### config.mk
export PLATFORM = sky130hd
export DESIGN_NAME = dog_reset_cause
export DESIGN_NICKNAME = d
export VERILOG_FILES = /design/src/hw/dog_pkg.sv /design/src/hw/pin_sync.sv /design/src/hw/dog_tick_div.sv /design/src/hw/dog_reset_cause.sv
export SDC_FILE = /design/constraint.sdc
export NUM_CORES = 1
export LEC_CHECK = 0
export BUFFER_PORTS_ARGS = -buffer_cell sky130_fd_sc_hd__clkbuf_2
export CAP_MARGIN = 10
export CORE_ASPECT_RATIO = 1.4
export CORE_MARGIN = 1
export CORE_UTILIZATION = 45
export DETAILED_ROUTE_END_ITERATION = 8
export PLACE_DENSITY = 0.75
export SKIP_CTS_REPAIR_TIMING = 1
export SYNTH_ARGS = -nofsm -noshare
export SYNTH_HDL_FRONTEND = slang
export SYNTH_SLANG_ARGS = --single-unit
### constraint.sdc
create_clock -name sys_clk -period 2.7 [get_ports sys_clk]
set_input_delay 0.27 -clock sys_clk [delete_from_list [all_inputs] [get_ports sys_clk]]
set_output_delay 0.27 -clock sys_clk [all_outputs]
set_load 0.01 [all_outputs]
### src/hw/dog_pkg.sv
// Shared constants for the watchdog and reset-cause block
package dog_pkg;

	// Clock and watchdog oscillator periods, in picoseconds
	localparam int SYS_CLK_PERIOD_PS = 4000;
	localparam int DOG_OSC_PERIOD_PS = 1000000;
	localparam int DOG_TICK_DIV      = DOG_OSC_PERIOD_PS / SYS_CLK_PERIOD_PS;

	// Unlock window length in core clock cycles
	localparam int UNLOCK_CYCLES = 4;

	// Shortest timeout in watchdog oscillator cycles (16K)
	localparam int DOG_BASE_CYCLES = 16 * 1024;
	localparam int DOG_CNT_W       = 22;

	// Register bus geometry and offsets
	localparam int              ADDR_W      = 4;
	localparam logic [3:0]      STATUS_OFS  = 4'h0;
	localparam logic [3:0]      CONTROL_OFS = 4'h4;
	localparam logic [1:0]      RESP_OKAY   = 2'h0;
	localparam logic [1:0]      RESP_SLVERR = 2'h2;

	// Reset-cause status fields
	localparam int CAUSE_W   = 5;
	localparam int SCAN_BIT  = 4;
	localparam int DOG_BIT   = 3;
	localparam int BROWN_BIT = 2;
	localparam int PIN_BIT   = 1;
	localparam int PWRUP_BIT = 0;

	// Watchdog control fields
	localparam int CTRL_W     = 5;
	localparam int UNLOCK_BIT = 4;
	localparam int ENABLE_BIT = 3;
	localparam int PERIOD_MSB = 2;
	localparam int PERIOD_W   = 3;

	// Order of the synchronised pin inputs
	localparam int SYNC_W     = 5;
	localparam int SY_PWRUP   = 0;
	localparam int SY_PIN     = 1;
	localparam int SY_BROWN   = 2;
	localparam int SY_SCAN    = 3;
	localparam int SY_FUSE    = 4;

endpackage

### src/hw/pin_sync.sv
// Two-flop synchronisers for a group of asynchronous levels
`timescale 1ns/1ps
module pin_sync #(
	parameter int WIDTH = 1
) (
	// Clock and reset
	input  wire logic             sys_clk,
	input  wire logic             rst,
	// Levels
	input  wire logic [WIDTH-1:0] async_in,
	output logic      [WIDTH-1:0] sync_out
);

	// One pair of flops per bit; the first stage feeds only the second
	genvar i;
	generate
		for (i = 0; i < WIDTH; i++)
		begin : g_bit
			logic meta_reg;
			always_ff @(posedge sys_clk)
			begin
				if (rst)
				begin
					meta_reg    <= 1'h0;
					sync_out[i] <= 1'h0;
				end
				else
				begin
					meta_reg    <= async_in[i];
					sync_out[i] <= meta_reg;
				end
			end
		end
	endgenerate

endmodule

### src/hw/dog_tick_div.sv
// Divider that stands in for the watchdog oscillator as a tick enable
`timescale 1ns/1ps
module dog_tick_div #(
	parameter int DIV = 250
) (
	// Clock and reset
	input  wire logic sys_clk,
	input  wire logic rst,
	// One-cycle tick per oscillator period
	output logic      tick
);

	localparam int CW = $clog2(DIV + 1);
	logic [CW-1:0] div_reg;

	// Free-running count, tick on wrap
	always_ff @(posedge sys_clk)
	begin
		if (rst)
		begin
			div_reg <= '0;
			tick    <= 1'h0;
		end
		else if (div_reg == CW'(DIV - 1))
		begin
			div_reg <= '0;
			tick    <= 1'h1;
		end
		else
		begin
			div_reg <= div_reg + CW'(1);
			tick    <= 1'h0;
		end
	end

endmodule

### src/hw/dog_reset_cause.sv
// Watchdog timer control and reset-cause flags behind an AXI4-Lite slave
//
// How it works
// - Scan core-reset level sets the scan reset flag.
// - Each watchdog reset pulse sets the watchdog reset flag.
// - Brown-out reset sets the brownout reset flag.
// - External pin reset sets the pin reset flag.
// - Power-on reset sets the power-up reset flag.
// - Four non-power flags clear on power-on reset or written zero.
// - Power-up flag clears only by a written zero, never by reset.
// - Control bits seven to five always read zero.
// - Unlock bit clears itself four clock cycles after being set.
// - Enable clears only while the unlock bit is one.
// - Period bits change only while the unlock bit is set.
// - Writing enable one always enables; zero disables when permitted.
// - Always-on level refuses every disable.
// - Period code selects 16K doubling to 2048K oscillator cycles.
// - Counter runs on its own 1 MHz oscillator tick.
// - Counter restarts on kick, when disabled and on chip reset.
// - Expiry without kick gives a one-cycle reset pulse.
// - Fuse starts enabled, enable reads one, period still locked.
`timescale 1ns/1ps
module dog_reset_cause
	import dog_pkg::*;
#(
	parameter int BASE_CYCLES = DOG_BASE_CYCLES,
	parameter int TICK_DIV    = DOG_TICK_DIV
) (
	// Clock and reset
	input  wire logic              sys_clk,
	input  wire logic              rst,
	// AXI4-Lite write address and data
	input  wire logic [ADDR_W-1:0] s_axi_awaddr,
	input  wire logic              s_axi_awvalid,
	output logic                   s_axi_awready,
	input  wire logic [31:0]       s_axi_wdata,
	input  wire logic [3:0]        s_axi_wstrb,
	input  wire logic              s_axi_wvalid,
	output logic                   s_axi_wready,
	// AXI4-Lite write response
	output logic [1:0]             s_axi_bresp,
	output logic                   s_axi_bvalid,
	input  wire logic              s_axi_bready,
	// AXI4-Lite read
	input  wire logic [ADDR_W-1:0] s_axi_araddr,
	input  wire logic              s_axi_arvalid,
	output logic                   s_axi_arready,
	output logic [31:0]            s_axi_rdata,
	output logic [1:0]             s_axi_rresp,
	output logic                   s_axi_rvalid,
	input  wire logic              s_axi_rready,
	// Reset sources and fuse, asynchronous levels
	input  wire logic              powerup_level,
	input  wire logic              pin_reset_level,
	input  wire logic              brownout_level,
	input  wire logic              scan_core_reset_level,
	input  wire logic              dog_always_on_fuse,
	// Core side
	input  wire logic              dog_kick,
	output logic                   dog_reset_pulse
);

	logic [ADDR_W-1:0]     awaddr_reg;
	logic [7:0]            wdata_reg;
	logic                  wstrb0_reg;
	logic [SYNC_W-1:0]     sync_lvl;
	logic                  tick;
	logic                  wr_do;
	logic                  wr_hit_st;
	logic                  wr_hit_ctrl;
	logic                  st_wr;
	logic                  ctrl_wr;
	logic                  open_req;
	logic                  unlock_reg;
	logic [2:0]            unlock_cnt_reg;
	logic                  enable_reg;
	logic [PERIOD_W-1:0]   period_reg;
	logic                  dog_on;
	logic [DOG_CNT_W-1:0]  dog_cnt_reg;
	logic [DOG_CNT_W-1:0]  dog_limit;
	logic                  dog_fire;
	logic [CAUSE_W-1:0]    cause_reg = '0;
	logic [CAUSE_W-1:0]    cause_set;
	logic [CAUSE_W-1:0]    cause_keep;
	logic [CAUSE_W-1:0]    cause_next;
	logic [31:0]           rd_word;
	logic                  rd_hit;

	// Reset sources and fuse cross into the core clock
	pin_sync #(
		.WIDTH (SYNC_W)
	) u_sync (
		.sys_clk  (sys_clk),
		.rst      (rst),
		.async_in ({dog_always_on_fuse, scan_core_reset_level, brownout_level,
		            pin_reset_level, powerup_level}),
		.sync_out (sync_lvl)
	);

	// Oscillator tick for the watchdog counter
	dog_tick_div #(
		.DIV (TICK_DIV)
	) u_tick (
		.sys_clk (sys_clk),
		.rst     (rst),
		.tick    (tick)
	);

	// Write address capture; ready drops while an address is held
	always_ff @(posedge sys_clk)
	begin
		if (rst)
		begin
			s_axi_awready <= 1'h1;
			awaddr_reg    <= '0;
		end
		else if (s_axi_awvalid && s_axi_awready)
		begin
			s_axi_awready <= 1'h0;
			awaddr_reg    <= s_axi_awaddr;
		end
		else if (wr_do)
			s_axi_awready <= 1'h1;
	end

	// Write data capture, only byte lane 0 carries register bits
	always_ff @(posedge sys_clk)
	begin
		if (rst)
		begin
			s_axi_wready <= 1'h1;
			wdata_reg    <= '0;
			wstrb0_reg   <= 1'h0;
		end
		else if (s_axi_wvalid && s_axi_wready)
		begin
			s_axi_wready <= 1'h0;
			wdata_reg    <= s_axi_wdata[7:0];
			wstrb0_reg   <= s_axi_wstrb[0];
		end
		else if (wr_do)
			s_axi_wready <= 1'h1;
	end

	// Write executes once address and data are both held
	assign wr_do       = !s_axi_awready && !s_axi_wready && !s_axi_bvalid;
	assign wr_hit_st   = awaddr_reg[ADDR_W-1:2] == STATUS_OFS[ADDR_W-1:2];
	assign wr_hit_ctrl = awaddr_reg[ADDR_W-1:2] == CONTROL_OFS[ADDR_W-1:2];
	assign st_wr       = wr_do && wr_hit_st && wstrb0_reg;
	assign ctrl_wr     = wr_do && wr_hit_ctrl && wstrb0_reg;

	// Write response, error for unmapped addresses
	always_ff @(posedge sys_clk)
	begin
		if (rst)
		begin
			s_axi_bvalid <= 1'h0;
			s_axi_bresp  <= RESP_OKAY;
		end
		else if (wr_do)
		begin
			s_axi_bvalid <= 1'h1;
			s_axi_bresp  <= (wr_hit_st || wr_hit_ctrl) ? RESP_OKAY : RESP_SLVERR;
		end
		else if (s_axi_bready)
			s_axi_bvalid <= 1'h0;
	end

	// Read mux; reserved control bits stay zero
	always_comb
	begin
		rd_hit  = 1'h1;
		rd_word = '0;
		if (s_axi_araddr[ADDR_W-1:2] == STATUS_OFS[ADDR_W-1:2])
			rd_word = 32'(cause_reg);
		else if (s_axi_araddr[ADDR_W-1:2] == CONTROL_OFS[ADDR_W-1:2])
			rd_word = 32'({unlock_reg, dog_on, period_reg});
		else
			rd_hit = 1'h0;
	end

	// Read channel, one read in flight
	always_ff @(posedge sys_clk)
	begin
		if (rst)
		begin
			s_axi_arready <= 1'h1;
			s_axi_rvalid  <= 1'h0;
			s_axi_rdata   <= '0;
			s_axi_rresp   <= RESP_OKAY;
		end
		else if (s_axi_arvalid && s_axi_arready)
		begin
			s_axi_arready <= 1'h0;
			s_axi_rvalid  <= 1'h1;
			s_axi_rdata   <= rd_word;
			s_axi_rresp   <= rd_hit ? RESP_OKAY : RESP_SLVERR;
		end
		else if (s_axi_rvalid && s_axi_rready)
		begin
			s_axi_arready <= 1'h1;
			s_axi_rvalid  <= 1'h0;
		end
	end

	// Unlock window opens on a write of unlock and enable together
	assign open_req = ctrl_wr && wdata_reg[UNLOCK_BIT] && wdata_reg[ENABLE_BIT];

	// Unlock bit self-clears after the window, or on the completing write
	always_ff @(posedge sys_clk)
	begin
		if (rst)
		begin
			unlock_reg     <= 1'h0;
			unlock_cnt_reg <= '0;
		end
		else if (open_req)
		begin
			unlock_reg     <= 1'h1;
			unlock_cnt_reg <= 3'(UNLOCK_CYCLES - 1);
		end
		else if (ctrl_wr && unlock_reg)
			unlock_reg <= 1'h0;
		else if (unlock_reg && unlock_cnt_reg == '0)
			unlock_reg <= 1'h0;
		else if (unlock_reg)
			unlock_cnt_reg <= unlock_cnt_reg - 3'(1);
	end

	// Enable sets freely but clears only inside the window
	always_ff @(posedge sys_clk)
	begin
		if (rst)
			enable_reg <= 1'h0;
		else if (ctrl_wr && wdata_reg[ENABLE_BIT])
			enable_reg <= 1'h1;
		else if (ctrl_wr && unlock_reg)
			enable_reg <= 1'h0;
	end

	// Period changes only by the completing write inside the window
	always_ff @(posedge sys_clk)
	begin
		if (rst)
			period_reg <= '0;
		else if (ctrl_wr && unlock_reg && !wdata_reg[UNLOCK_BIT])
			period_reg <= wdata_reg[PERIOD_MSB:0];
	end

	// The fuse forces the timer on whatever the enable bit holds
	assign dog_on = enable_reg || sync_lvl[SY_FUSE];

	// Timeout is the base count doubled per period code step
	assign dog_limit = DOG_CNT_W'(BASE_CYCLES) << period_reg;
	assign dog_fire  = tick && dog_on && !dog_kick && (dog_cnt_reg >= dog_limit - DOG_CNT_W'(1));

	// Watchdog counter advances once per oscillator tick
	always_ff @(posedge sys_clk)
	begin
		if (rst || !dog_on || dog_kick || dog_fire)
			dog_cnt_reg <= '0;
		else if (tick)
			dog_cnt_reg <= dog_cnt_reg + DOG_CNT_W'(1);
	end

	// Reset pulse lasts one core cycle
	always_ff @(posedge sys_clk)
	begin
		if (rst)
			dog_reset_pulse <= 1'h0;
		else
			dog_reset_pulse <= dog_fire;
	end

	// Hardware set terms for each flag
	assign cause_set[SCAN_BIT]  = sync_lvl[SY_SCAN];
	assign cause_set[DOG_BIT]   = dog_reset_pulse;
	assign cause_set[BROWN_BIT] = sync_lvl[SY_BROWN];
	assign cause_set[PIN_BIT]   = sync_lvl[SY_PIN];
	assign cause_set[PWRUP_BIT] = sync_lvl[SY_PWRUP];

	// Written zeros and power-on clear; sets win over clears
	always_comb
	begin
		cause_keep = st_wr ? wdata_reg[CAUSE_W-1:0] : '1;
		if (sync_lvl[SY_PWRUP])
			cause_keep = cause_keep & CAUSE_W'(1 << PWRUP_BIT);
		cause_next = (cause_reg & cause_keep) | cause_set;
	end

	// Status flags survive the block reset; power-on clears all but the power-up flag
	always_ff @(posedge sys_clk)
	begin
		cause_reg <= cause_next;
	end
endmodule

# Yosys cells after proc, flatten, opt, wreduce, memory -nomap -nowiden
# Cells that the tools add are included.
# totals
regBits,106
input_bits,57
out_inout_bits,42
elab_cells,117
# op_classes
addsub,4
order_cmp,1
eq_ne,5
shift,1
mux,27
bitwise_logic,4
reduce_logical,44
# ops
cell,n
"22-bit by 1-bit adder with 22-bit output, second input constant",1
22-bit >= comparator,1
"15-bit by 3-bit left shift with 22-bit output, first input constant",1
"22-bit by 1-bit subtractor with 22-bit output, second input constant",1
5-bit two-way mux,4
1-bit logical AND,19
1-bit two-way mux,17
2-bit two-way mux,6
2-bit nonzero test,6
"8-bit by 1-bit adder with 8-bit output, second input constant",1
"8-bit == test, second input constant",1
1-bit logical NOT,6
3-bit AND reduction,2
5-bit AND,1
1-bit logical OR,5
5-bit OR,1
"2-bit by 1-bit == test with 1-bit output, second input constant",2
2-bit logical NOT,2
"2-bit inequality test, second input constant",2
2-bit OR reduction,2
3-bit logical NOT,1
3-bit nonzero test,1
"3-bit by 1-bit subtractor with 3-bit output, second input constant",1
1-bit inverter,2

# Depth between registers and ports, before layout
# Gate-level depths: netlist (run 1).
# depth
ltp_word,9
mapped_depth,10
depth_no_buf,7

# Modules after synthesis
# Synthesis (run 1) repeated with hierarchy kept, for this count alone.
# unflattened
cells_unflattened,391
hier_area_um2,3514.6
# modules_own_cells
module,n_inst,cells_per_inst,area_per_inst_um2,seq_area_each_um2
dog_reset_cause,1,328,2865.2,1121.1
dog_tick_div,1,43,386.6,180.2
pin_sync,1,20,262.8,200.2

# Least setup slack after synthesis (run 1)
# OpenSTA, ideal clock, no wires.
# synth_timing
path_kind,register to register
startpoint,register period_reg[2]
endpoint,register dog_cnt_reg[21]
arrival_time_ns,1.988
required_time_ns,2.585
path_slack_ns,0.597
path_stages_with_launch,11
n_path_buf,3
period_less_slack_ns,2.103
path_cell_list,dfxtp_1 clkbuf_1 nand3_1 ha_1 nand4_1 or2_1 nor4_2 a211o_1 buf_6 buf_8 nor2_1
# synth_via
elab_chain_cells,5
# synth_lines
item,line_no,rtl
start: declaration,dog_reset_cause.sv:77,logic [PERIOD_W-1:0] period_reg;
start signal: assignment,dog_reset_cause.sv:247,period_reg <= wdata_reg[PERIOD_MSB:0];
15-bit by 3-bit left shift with 22-bit output,dog_reset_cause.sv:254,assign dog_limit = DOG_CNT_W'(BASE_CYCLES) << period_reg;
22-bit by 1-bit subtractor with 22-bit output,dog_reset_cause.sv:255,assign dog_fire = tick && dog_on && !dog_kick && (dog_cnt_reg >= dog_limit - DOG_CNT_W'(1));
22-bit >= comparator,dog_reset_cause.sv:255,
1-bit logical AND,dog_reset_cause.sv:255,
1-bit logical OR,dog_reset_cause.sv:260,if (rst || !dog_on || dog_kick || dog_fire)
end signal: assignment,dog_reset_cause.sv:263,dog_cnt_reg <= dog_cnt_reg + DOG_CNT_W'(1);
end: declaration,dog_reset_cause.sv:79,logic [DOG_CNT_W-1:0] dog_cnt_reg;
# Every way passes these cells.
# A chain may end at the register's enable or synchronous reset.

# Final worst setup path (run 1)
# layout_timing
startpoint,register period_reg[1]
endpoint,register dog_cnt_reg[21]
# Same word-level chain as after synthesis.

==> impl_metrics.env, run 1 <==
export IMPL_synth_area_per_cell_um2=8.66
export IMPL_grtUsageTotal=0.164
export IMPL_synth_seq_cells=75
export IMPL_yosys_cell_types_count=46
export IMPL_ios=99
export IMPL_min_period_ns=2.25
export IMPL_nNetsFinal=504
export IMPL_synthCells=398
export IMPL_gp_congestion=0.786
export IMPL_finalHoldViolCount=0
export IMPL_layout_common_cells="dfxtp_1, nor2_1, clkbuf_2"
export IMPL_drc_errors=0
export IMPL_crit_fanout=19
export IMPL_drt_iter0_drc=145
export IMPL_ys_warn_count=0
export IMPL_cts_made_buffers=9
export IMPL_num_vias=2638
export IMPL_synth_top_cell_by_area="dfxtp_1"
export IMPL_peakVddDrop_mv=0.448
export IMPL_final_common_cell="dfxtp_1"
export IMPL_worstMarginPinSlew_ns=0.891
export IMPL_finalWorstSetupSlack_ns=0.454
export IMPL_seq_area_mm2=0.00150
export IMPL_num_rows=37
export IMPL_drv_cap=0
export IMPL_diodes=0
export IMPL_finalSetupTns_ns=0
export IMPL_hpwl_mm=4.46
export IMPL_routed_wirelength_mm=6.15
export IMPL_finalMaxSlewViolations=0
export IMPL_path_clk_slew_ns=0.09
export IMPL_syn_to_final_growth_pct=9.62
export IMPL_status="finished clean"
export IMPL_p_leak_uw=0.00146
export IMPL_timing_fmax_mhz=445
export IMPL_criticalPathCategory="register to register"
export IMPL_die_y_um=106
export IMPL_path_buf_inv=1
export IMPL_die_x_um=76.0
export IMPL_multi_input_area_mm2=0.00171
export IMPL_ys_seq_area_frac=0.436
export IMPL_synth_area_leaders="dfxtp_1, buf_4, nor2_1"
export IMPL_cts_tree="done"
export IMPL_initial_core_util=0.468
export IMPL_portBuffers=35
export IMPL_min_path_type="input pin to register"
export IMPL_syn_area_mm2=0.00345
export IMPL_crit_path_cell_trace="nand3_1 -> ha_1 -> nand4_1 -> or2_1 -> nor4_2 -> a211o_1 -> buf_4 -> nor2_1"
export IMPL_rsz0062_at_grt="no"
export IMPL_grt_pass1_vias=2362
export IMPL_fp_coreArea_mm2=0.00736
export IMPL_largest_reg_flops=22
export IMPL_pre_cts_ws_ns=0.477
export IMPL_crit_path_end_kind="register"
export IMPL_ant_nets=0
export IMPL_critical_path_slowest_cell="dfxtp_1"
export IMPL_power_density_mw_per_mm2=571
export IMPL_routedWlPerCell_um=11.5
export IMPL_grt_max_degree=38
export IMPL_grt_overflow_total=0
export IMPL_cts_buffer_depth=2
export IMPL_required_ns=2.95
export IMPL_grt_pass1_wl_mm=10.4
export IMPL_root_buffer="clkbuf_8"
export IMPL_antenna_found_initial=0
export IMPL_synth_top_area_share=0.436
export IMPL_setup_violations=0
export IMPL_viasPerCell=4.92
export IMPL_startpoint_type="register"
export IMPL_fp_dieArea_mm2=0.00802
export IMPL_fin_skew_ns=0.0124
export IMPL_htreeDepth=3
export IMPL_arrival_ns=2.49
export IMPL_cp_top_family="simple AND/OR/NAND/NOR gates"
export IMPL_cts_sinks=75
export IMPL_dr_pass1_iters=4
export IMPL_layout_drive_gt1_share=0.144
export IMPL_slowest_delay_ns=0.48
export IMPL_insertion_delay_ns=0.36
export IMPL_finalCritPeriodShare=0.832
export IMPL_n_fill_cell=704
export IMPL_slew_headroom=0.401
## routing by layer
metal  vias up  GRT usage  routed length [um]
met5         -          0                   0
met3        11     0.0372                 224
li1       1359          -                   -
met2        57      0.298                3110
met1      1211      0.174                2680
met4         0     0.0907                 130
## cells in the mapped netlist, drive strengths merged
cell    instances
buf            36
o221ai          1
ha             13
inv            15
or3             2
and3            3
and2            1
mux2i           2
and3b           1
dfxtp          75
nor3           11
a22oi           6
mux2            4
clkbuf          5
a21oi          28
nor2           46
o31ai           2
a21o            1
nand3          23
or2             4
a211o           2
nor4            6
xnor2          18
nand3b          1
nand4b          1
nand4           8
conb            2
nor2b          14
xor2            6
nor3b           2
a221o           1
nand2          35
nand2b          8
o21ai          11
o21a            1
and4            3
## cell families (layout without fill, tap and decap cells)
kind of cell,count (synthesis),in the layout,share of synthesized area
mux,6,6,0.0189
xor+xnor,24,24,0.0610
buf+inv,56,69,0.0995
simple gates,169,169,0.245
flops,75,75,0.436
compound gates,53,53,0.0908
other cells,2,30,0.00218
fa+ha+maj,13,13,0.0472
## per-stage QoR
stage | total power (uW) | hold slack, ns | cells | utilization | instance area, um^2
after CTS | 2180 | 0.101 | 536 | 0.513 | 3780
after detailed placement | 1330 | 0.406 | 520 | 0.487 | 3580
after floorplan | 1320 | 0.386 | 426 | - | 3550
final | 2160 | 0.117 | 536 | 0.513 | 3780
after global routing | 2260 | 0.111 | 536 | 0.513 | 3780
after global placement | 1330 | 0.394 | 520 | 0.487 | 3580
## final cells by class
cell class	count	share of cell area
clock buffer	10	0.0338
clock inverter	6	0.0176
inverter	15	0.0149
multi-input combinational	295	0.452
sequential	75	0.397
tap	97	0.0321
timing repair buffer	38	0.0523
## final timing paths
| check | from | slack [ns] | endpoint | depth (start not counted) |
|---|---|---|---|---|
| max | period_reg[1] | 0.45 | dog_cnt_reg[21] | 8 |
| min | pin_reset_level | 0.12 | u_sync.g_bit[1].meta_reg | 2 |
| max reg2reg | period_reg[1] | 0.45 | dog_cnt_reg[21] | 8 |
| min reg2reg | u_sync.sync_out[2] | 0.42 | cause_reg[2] | 1 |
## power breakdown
group	leakage (uW)	switching [uW]	internal, uW
logic	0.000759	80.4	56.7
registers	0.000611	26.6	1140
clock network	0.0000885	427	426
total	0.00146	534	1620
(Power assumes the default switching activity.)
==> inputs of run 2 (changes only) <==
==> constraint.sdc (replaced) <==
create_clock -name sys_clk -period 2.2 [get_ports sys_clk]
set_input_delay 0.22 -clock sys_clk [delete_from_list [all_inputs] [get_ports sys_clk]]
set_output_delay 0.22 -clock sys_clk [all_outputs]
set_load 0.01 [all_outputs]
==> impl_metrics.env, run 2 (same netlist as run 1, synthesis figures left out) <==
export IMPL_r2r_start="period_reg[2]"
export IMPL_timing_fmax_mhz=490
export IMPL_dp_cells=525
export IMPL_syn_to_final_growth_pct=11.6
export IMPL_die_y_um=106
export IMPL_layout_drive_gt1_share=0.162
export IMPL_htreeDepth=3
export IMPL_criticalPathCategory="register to register"
export IMPL_cts_sinks=75
export IMPL_hpwl_mm=4.54
export IMPL_required_ns=2.49
export IMPL_grtUsageTotal=0.165
export IMPL_min_period_ns=2.04
export IMPL_finalMaxSlewViolations=0
export IMPL_fp_coreArea_mm2=0.00736
export IMPL_crit_cells=8
export IMPL_path_clk_slew_ns=0.08
export IMPL_startpoint_type="register"
export IMPL_finalSetupTns_ns=0
export IMPL_num_vias=2676
export IMPL_r2r_end="dog_cnt_reg[4]"
export IMPL_fin_skew_ns=0.00404
export IMPL_root_buffer="clkbuf_8"
export IMPL_diodes=0
export IMPL_die_x_um=76.0
export IMPL_ant_nets=0
export IMPL_rsz0062_at_grt="no"
export IMPL_p_leak_uw=0.00151
export IMPL_gp_congestion=0.753
export IMPL_setup_violations=0
export IMPL_largest_reg_flops=22
export IMPL_viasPerCell=4.95
export IMPL_r2r_cells=8
export IMPL_antenna_found_initial=0
export IMPL_grt_pass1_vias=2490
export IMPL_cts_buffer_depth=2
export IMPL_grt_max_degree=38
export IMPL_crit_path_end_kind="register"
export IMPL_portBuffers=35
export IMPL_path_buf_inv=1
export IMPL_crit_path_cell_trace="nand2_1 -> ha_1 -> a21oi_1 -> o221ai_2 -> or2_1 -> a211o_1 -> buf_12 -> a21oi_1"
export IMPL_insertion_delay_ns=0.35
export IMPL_finalHoldViolCount=0
export IMPL_routed_wirelength_mm=6.12
export IMPL_drv_cap=0
export IMPL_worstMarginPinSlew_ns=0.877
export IMPL_cts_tree="done"
export IMPL_r2r_slack_ns=0.16
export IMPL_peakVddDrop_mv=0.659
export IMPL_instances_no_fill=541
export IMPL_final_common_cell="dfxtp_1"
export IMPL_arrival_ns=2.33
export IMPL_cts_made_buffers=9
export IMPL_crit_path_end="dog_cnt_reg[4]"
export IMPL_power_density_mw_per_mm2=707
export IMPL_n_fill_cell=690
export IMPL_ios=99
export IMPL_cp_top_family="compound AO/OA/AOI/OAI gates"
export IMPL_finalCritPeriodShare=0.928
export IMPL_fp_dieArea_mm2=0.00802
export IMPL_slowest_delay_ns=0.39
export IMPL_path_common_cell="a21oi_1"
export IMPL_grt_overflow_total=0
export IMPL_grt_pass1_wl_mm=10.6
export IMPL_initial_core_util=0.468
export IMPL_critical_path_slowest_cell="dfxtp_2"
export IMPL_slew_headroom=0.410
export IMPL_drc_errors=0
export IMPL_cp_startpoint="period_reg[2]"
export IMPL_crit_fanout=19
export IMPL_layout_common_cells="dfxtp_1, nor2_1, clkbuf_2"
export IMPL_status="finished clean"
export IMPL_dr_pass1_iters=4
export IMPL_num_rows=37
export IMPL_drt_iter0_drc=124
export IMPL_nNetsFinal=509
export IMPL_min_path_type="input pin to register"
export IMPL_routedWlPerCell_um=11.3
-- run 2: final cells by class --
cell class                 count  area [um^2]  area share
clock inverter                 7         83.8      0.0218
multi-input combinational    295         1710       0.444
timing repair buffer          43          248      0.0644
sequential                    75         1510       0.391
clock buffer                   9          124      0.0322
inverter                      15         56.3      0.0146
tap                           97          121      0.0316
-- run 2: worst min path at each step --
stage | start | to | slack (ns) | cells past startpoint
CTS | pin_reset_level | u_sync.g_bit[1].meta_reg | 0.05 | 2
detailed placement | u_sync.sync_out[1] | cause_reg[1] | 0.40 | 1
global placement | u_sync.sync_out[2] | cause_reg[2] | 0.39 | 1
global route | scan_core_reset_level | u_sync.g_bit[3].meta_reg | 0.06 | 2
finish | pin_reset_level | u_sync.g_bit[1].meta_reg | 0.07 | 2
floorplan | powerup_level | u_sync.g_bit[0].meta_reg | 0.35 | 1
-- run 2: stage by stage --
| step | utilization | cell area, um^2 | setup WS (ns) | hold slack, ns | power, uW |
|---|---|---|---|---|---|
| after floorplan | - | 3550 | 0.0969 | 0.348 | 1610 |
| after global placement | 0.494 | 3630 | 0.104 | 0.392 | 1630 |
| after detailed placement | 0.494 | 3630 | 0.0479 | 0.398 | 1640 |
| after CTS | 0.522 | 3840 | 0.0316 | 0.0544 | 2750 |
| after global routing | 0.522 | 3840 | 0.00496 | 0.0605 | 2830 |
| final | 0.522 | 3840 | 0.159 | 0.0716 | 2720 |
-- run 2: power breakdown --
part / switching, uW / total, uW / internal [uW]
clock: 568 / 1110 / 545
sequential: 32.2 / 1430 / 1400
combinational: 99.8 / 171 / 70.8
total: 700 / 2720 / 2020
-- run 2: per-layer routing --
| layer | routed length [um] | up-vias | part of all wire | global-route usage |
|---|---|---|---|---|
| met5 | 0 | - | 0 | 0 |
| met1 | 2620 | 1236 | 0.43 | 0.179 |
| met2 | 3200 | 56 | 0.52 | 0.297 |
| li1 | - | 1377 | - | - |
| met4 | 87 | 0 | 0.014 | 0.0879 |
| met3 | 217 | 7 | 0.035 | 0.0381 |
==> inputs of run 3 (changes only) <==
--- a/config.mk
+++ b/config.mk
@@ -5,13 +5,14 @@
 export SDC_FILE = /design/constraint.sdc
 export NUM_CORES = 1
 export LEC_CHECK = 0
+export ABC_AREA = 1
 export BUFFER_PORTS_ARGS = -buffer_cell sky130_fd_sc_hd__clkbuf_2
 export CAP_MARGIN = 10
 export CORE_ASPECT_RATIO = 1.4
 export CORE_MARGIN = 1
 export CORE_UTILIZATION = 45
 export DETAILED_ROUTE_END_ITERATION = 8
-export PLACE_DENSITY = 0.75
+export PLACE_DENSITY = 0.74
 export SKIP_CTS_REPAIR_TIMING = 1
 export SYNTH_ARGS = -nofsm -noshare
 export SYNTH_HDL_FRONTEND = slang
==> impl_metrics.env, run 3 <==
export IMPL_fin_area_mm2=0.00398
export IMPL_drv_cap=0
export IMPL_startpoint_type="register"
export IMPL_dpl_instance_area_mm2=0.00376
export IMPL_ant_nets=0
export IMPL_finalHoldViolCount=0
export IMPL_synth_area_leaders="dfxtp_1, nor2_1, nand2_1"
export IMPL_setup_violations=0
export IMPL_synth_edf_count=0
export IMPL_p_leak_uw=0.00172
export IMPL_synthCells=481
export IMPL_drc_errors=0
export IMPL_status="finished clean"
export IMPL_initial_core_util=0.464
export IMPL_ys_seq_area_frac=0.417
export IMPL_crit_path_cell_trace="nand3_1 -> ha_1 -> nand2_1 -> nor2_1 -> nand2_1 -> nor2_1 -> nand2_1 -> nand2_1 -> nand2_1 -> nand2_4 -> nor2_1"
export IMPL_num_rows=38
export IMPL_hpwl_mm=4.83
export IMPL_routed_wirelength_mm=6.39
export IMPL_path_common_cell="nand2_1"
export IMPL_syn_area_mm2=0.00360
export IMPL_final_common_cell="nor2_1"
export IMPL_viasPerCell=4.71
export IMPL_routedWlPerCell_um=10.2
export IMPL_ys_flop_type="dfxtp_1"
export IMPL_syn_to_final_growth_pct=10.7
export IMPL_dr_pass1_iters=4
export IMPL_grt_pass1_vias=2775
export IMPL_crit_fanout=22
export IMPL_fin_skew_ns=0.00950
export IMPL_drt_iter0_drc=111
export IMPL_cts_buffer_depth=2
export IMPL_slowest_delay_ns=0.45
export IMPL_synth_top_cell_by_area="dfxtp_1"
export IMPL_antenna_found_initial=0
export IMPL_finalSetupTns_ns=0
export IMPL_grt_overflow_total=0
export IMPL_cts_made_buffers=9
export IMPL_finalMaxSlewViolations=0
export IMPL_dp_cells=610
export IMPL_cp_top_family="simple AND/OR/NAND/NOR gates"
export IMPL_layout_drive_gt1_share=0.125
export IMPL_rsz0062_at_grt="no"
export IMPL_largest_reg_flops=22
export IMPL_portBuffers=35
export IMPL_layout_common_cells="nor2_1, nand2_1, dfxtp_1"
export IMPL_diodes=0
export IMPL_ios=99
export IMPL_path_clk_slew_ns=0.08
export IMPL_timing_fmax_mhz=525
export IMPL_yosys_cell_types_count=36
export IMPL_synthArstFlopShare=0
export IMPL_nNetsFinal=591
export IMPL_grt_pass1_wl_mm=11.3
export IMPL_seq_area_mm2=0.00150
export IMPL_grt_max_degree=23
export IMPL_synth_most_common_cell="nor2_1"
export IMPL_n_fill_cell=723
export IMPL_finalCritPeriodShare=0.866
export IMPL_ys_warn_count=0
export IMPL_critical_path_slowest_cell="dfxtp_1"
export IMPL_crit_path_end_kind="register"
export IMPL_min_period_ns=1.90
export IMPL_multi_input_area_mm2=0.00170
export IMPL_peakVddDrop_mv=0.459
export IMPL_num_vias=2946
export IMPL_synth_area_per_cell_um2=7.48
export IMPL_path_buf_inv=0
export IMPL_arrival_ns=2.14
export IMPL_root_buffer="clkbuf_8"
export IMPL_power_uw=2790
export IMPL_synth_top_cells_by_count="nor2_1, nand2_1, dfxtp_1"
export IMPL_cts_tree="done"
export IMPL_die_y_um=108
export IMPL_min_path_type="input pin to register"
export IMPL_insertion_delay_ns=0.35
export IMPL_htreeDepth=3
export IMPL_synth_top_area_share=0.417
export IMPL_fp_dieArea_mm2=0.00836
export IMPL_die_x_um=77.6
export IMPL_criticalPathCategory="register to register"
export IMPL_instances_no_fill=626
export IMPL_power_density_mw_per_mm2=700
export IMPL_synth_seq_cells=75
export IMPL_cts_sinks=75
export IMPL_grtUsageTotal=0.171
export IMPL_fp_coreArea_mm2=0.00775
export IMPL_gp_congestion=0.768
export IMPL_required_ns=2.43
## run 3: cell type report
type / count / area share
clock buffers: 10 / 0.0320
clock inverters: 6 / 0.0223
inverters: 65 / 0.0613
multi-input cells: 332 / 0.426
flip-flops and latches: 75 / 0.377
well taps: 100 / 0.0314
repair buffers: 38 / 0.0496
## run 3: logic make-up after synthesis
group | synth area share
xor+xnor | 0.0390
other cells | 0.00209
buf+inv | 0.141
mux | 0.00278
compound gates | 0.0842
simple gates | 0.268
fa+ha+maj | 0.0452
flops | 0.417
## run 3: final timing paths
kind / startpoint / depth (start not counted) / slack [ns] / to
max: period_reg[1] / 11 / 0.30 / dog_cnt_reg[12]
min: powerup_level / 3 / 0.05 / u_sync.g_bit[0].meta_reg
max reg2reg: period_reg[1] / 11 / 0.30 / dog_cnt_reg[12]
min reg2reg: u_sync.g_bit[4].meta_reg / 2 / 0.41 / u_sync.sync_out[4]
## run 3: metal layers
layer	up-vias	global-route usage	share of wire
li1	1538	-	-
met1	1337	0.172	0.43
met2	58	0.319	0.51
met3	13	0.0475	0.037
met4	0	0.0822	0.021
met5	-	0	0
## run 3: report_power, final
group | internal (uW) | switching, uW | leakage [uW]
clock | 640 | 517 | 0.000103
sequential | 1410 | 32.2 | 0.000612
combinational | 68.2 | 119 | 0.00101
## run 3: per-stage QoR
step	setup slack (ns)	util	hold WS (ns)
3_5_place_dp	0.219	0.485	0.399
4_1_cts	0.191	0.513	0.0339
5_1_grt	0.0430	0.514	0.0310
3_3_place_gp	0.276	0.485	0.396
6_report	0.296	0.514	0.0453
2_1_floorplan	0.591	-	0.327
## run 3: worst reg2reg max path, cell delays in order (launching register included)
cell	delay, ns
dfxtp_1	0.45
nand3_1	0.12
ha_1	0.29
nand2_1	0.06
nor2_1	0.16
nand2_1	0.09
nor2_1	0.10
nand2_1	0.06
nand2_1	0.07
nand2_1	0.10
nand2_4	0.23
nor2_1	0.07
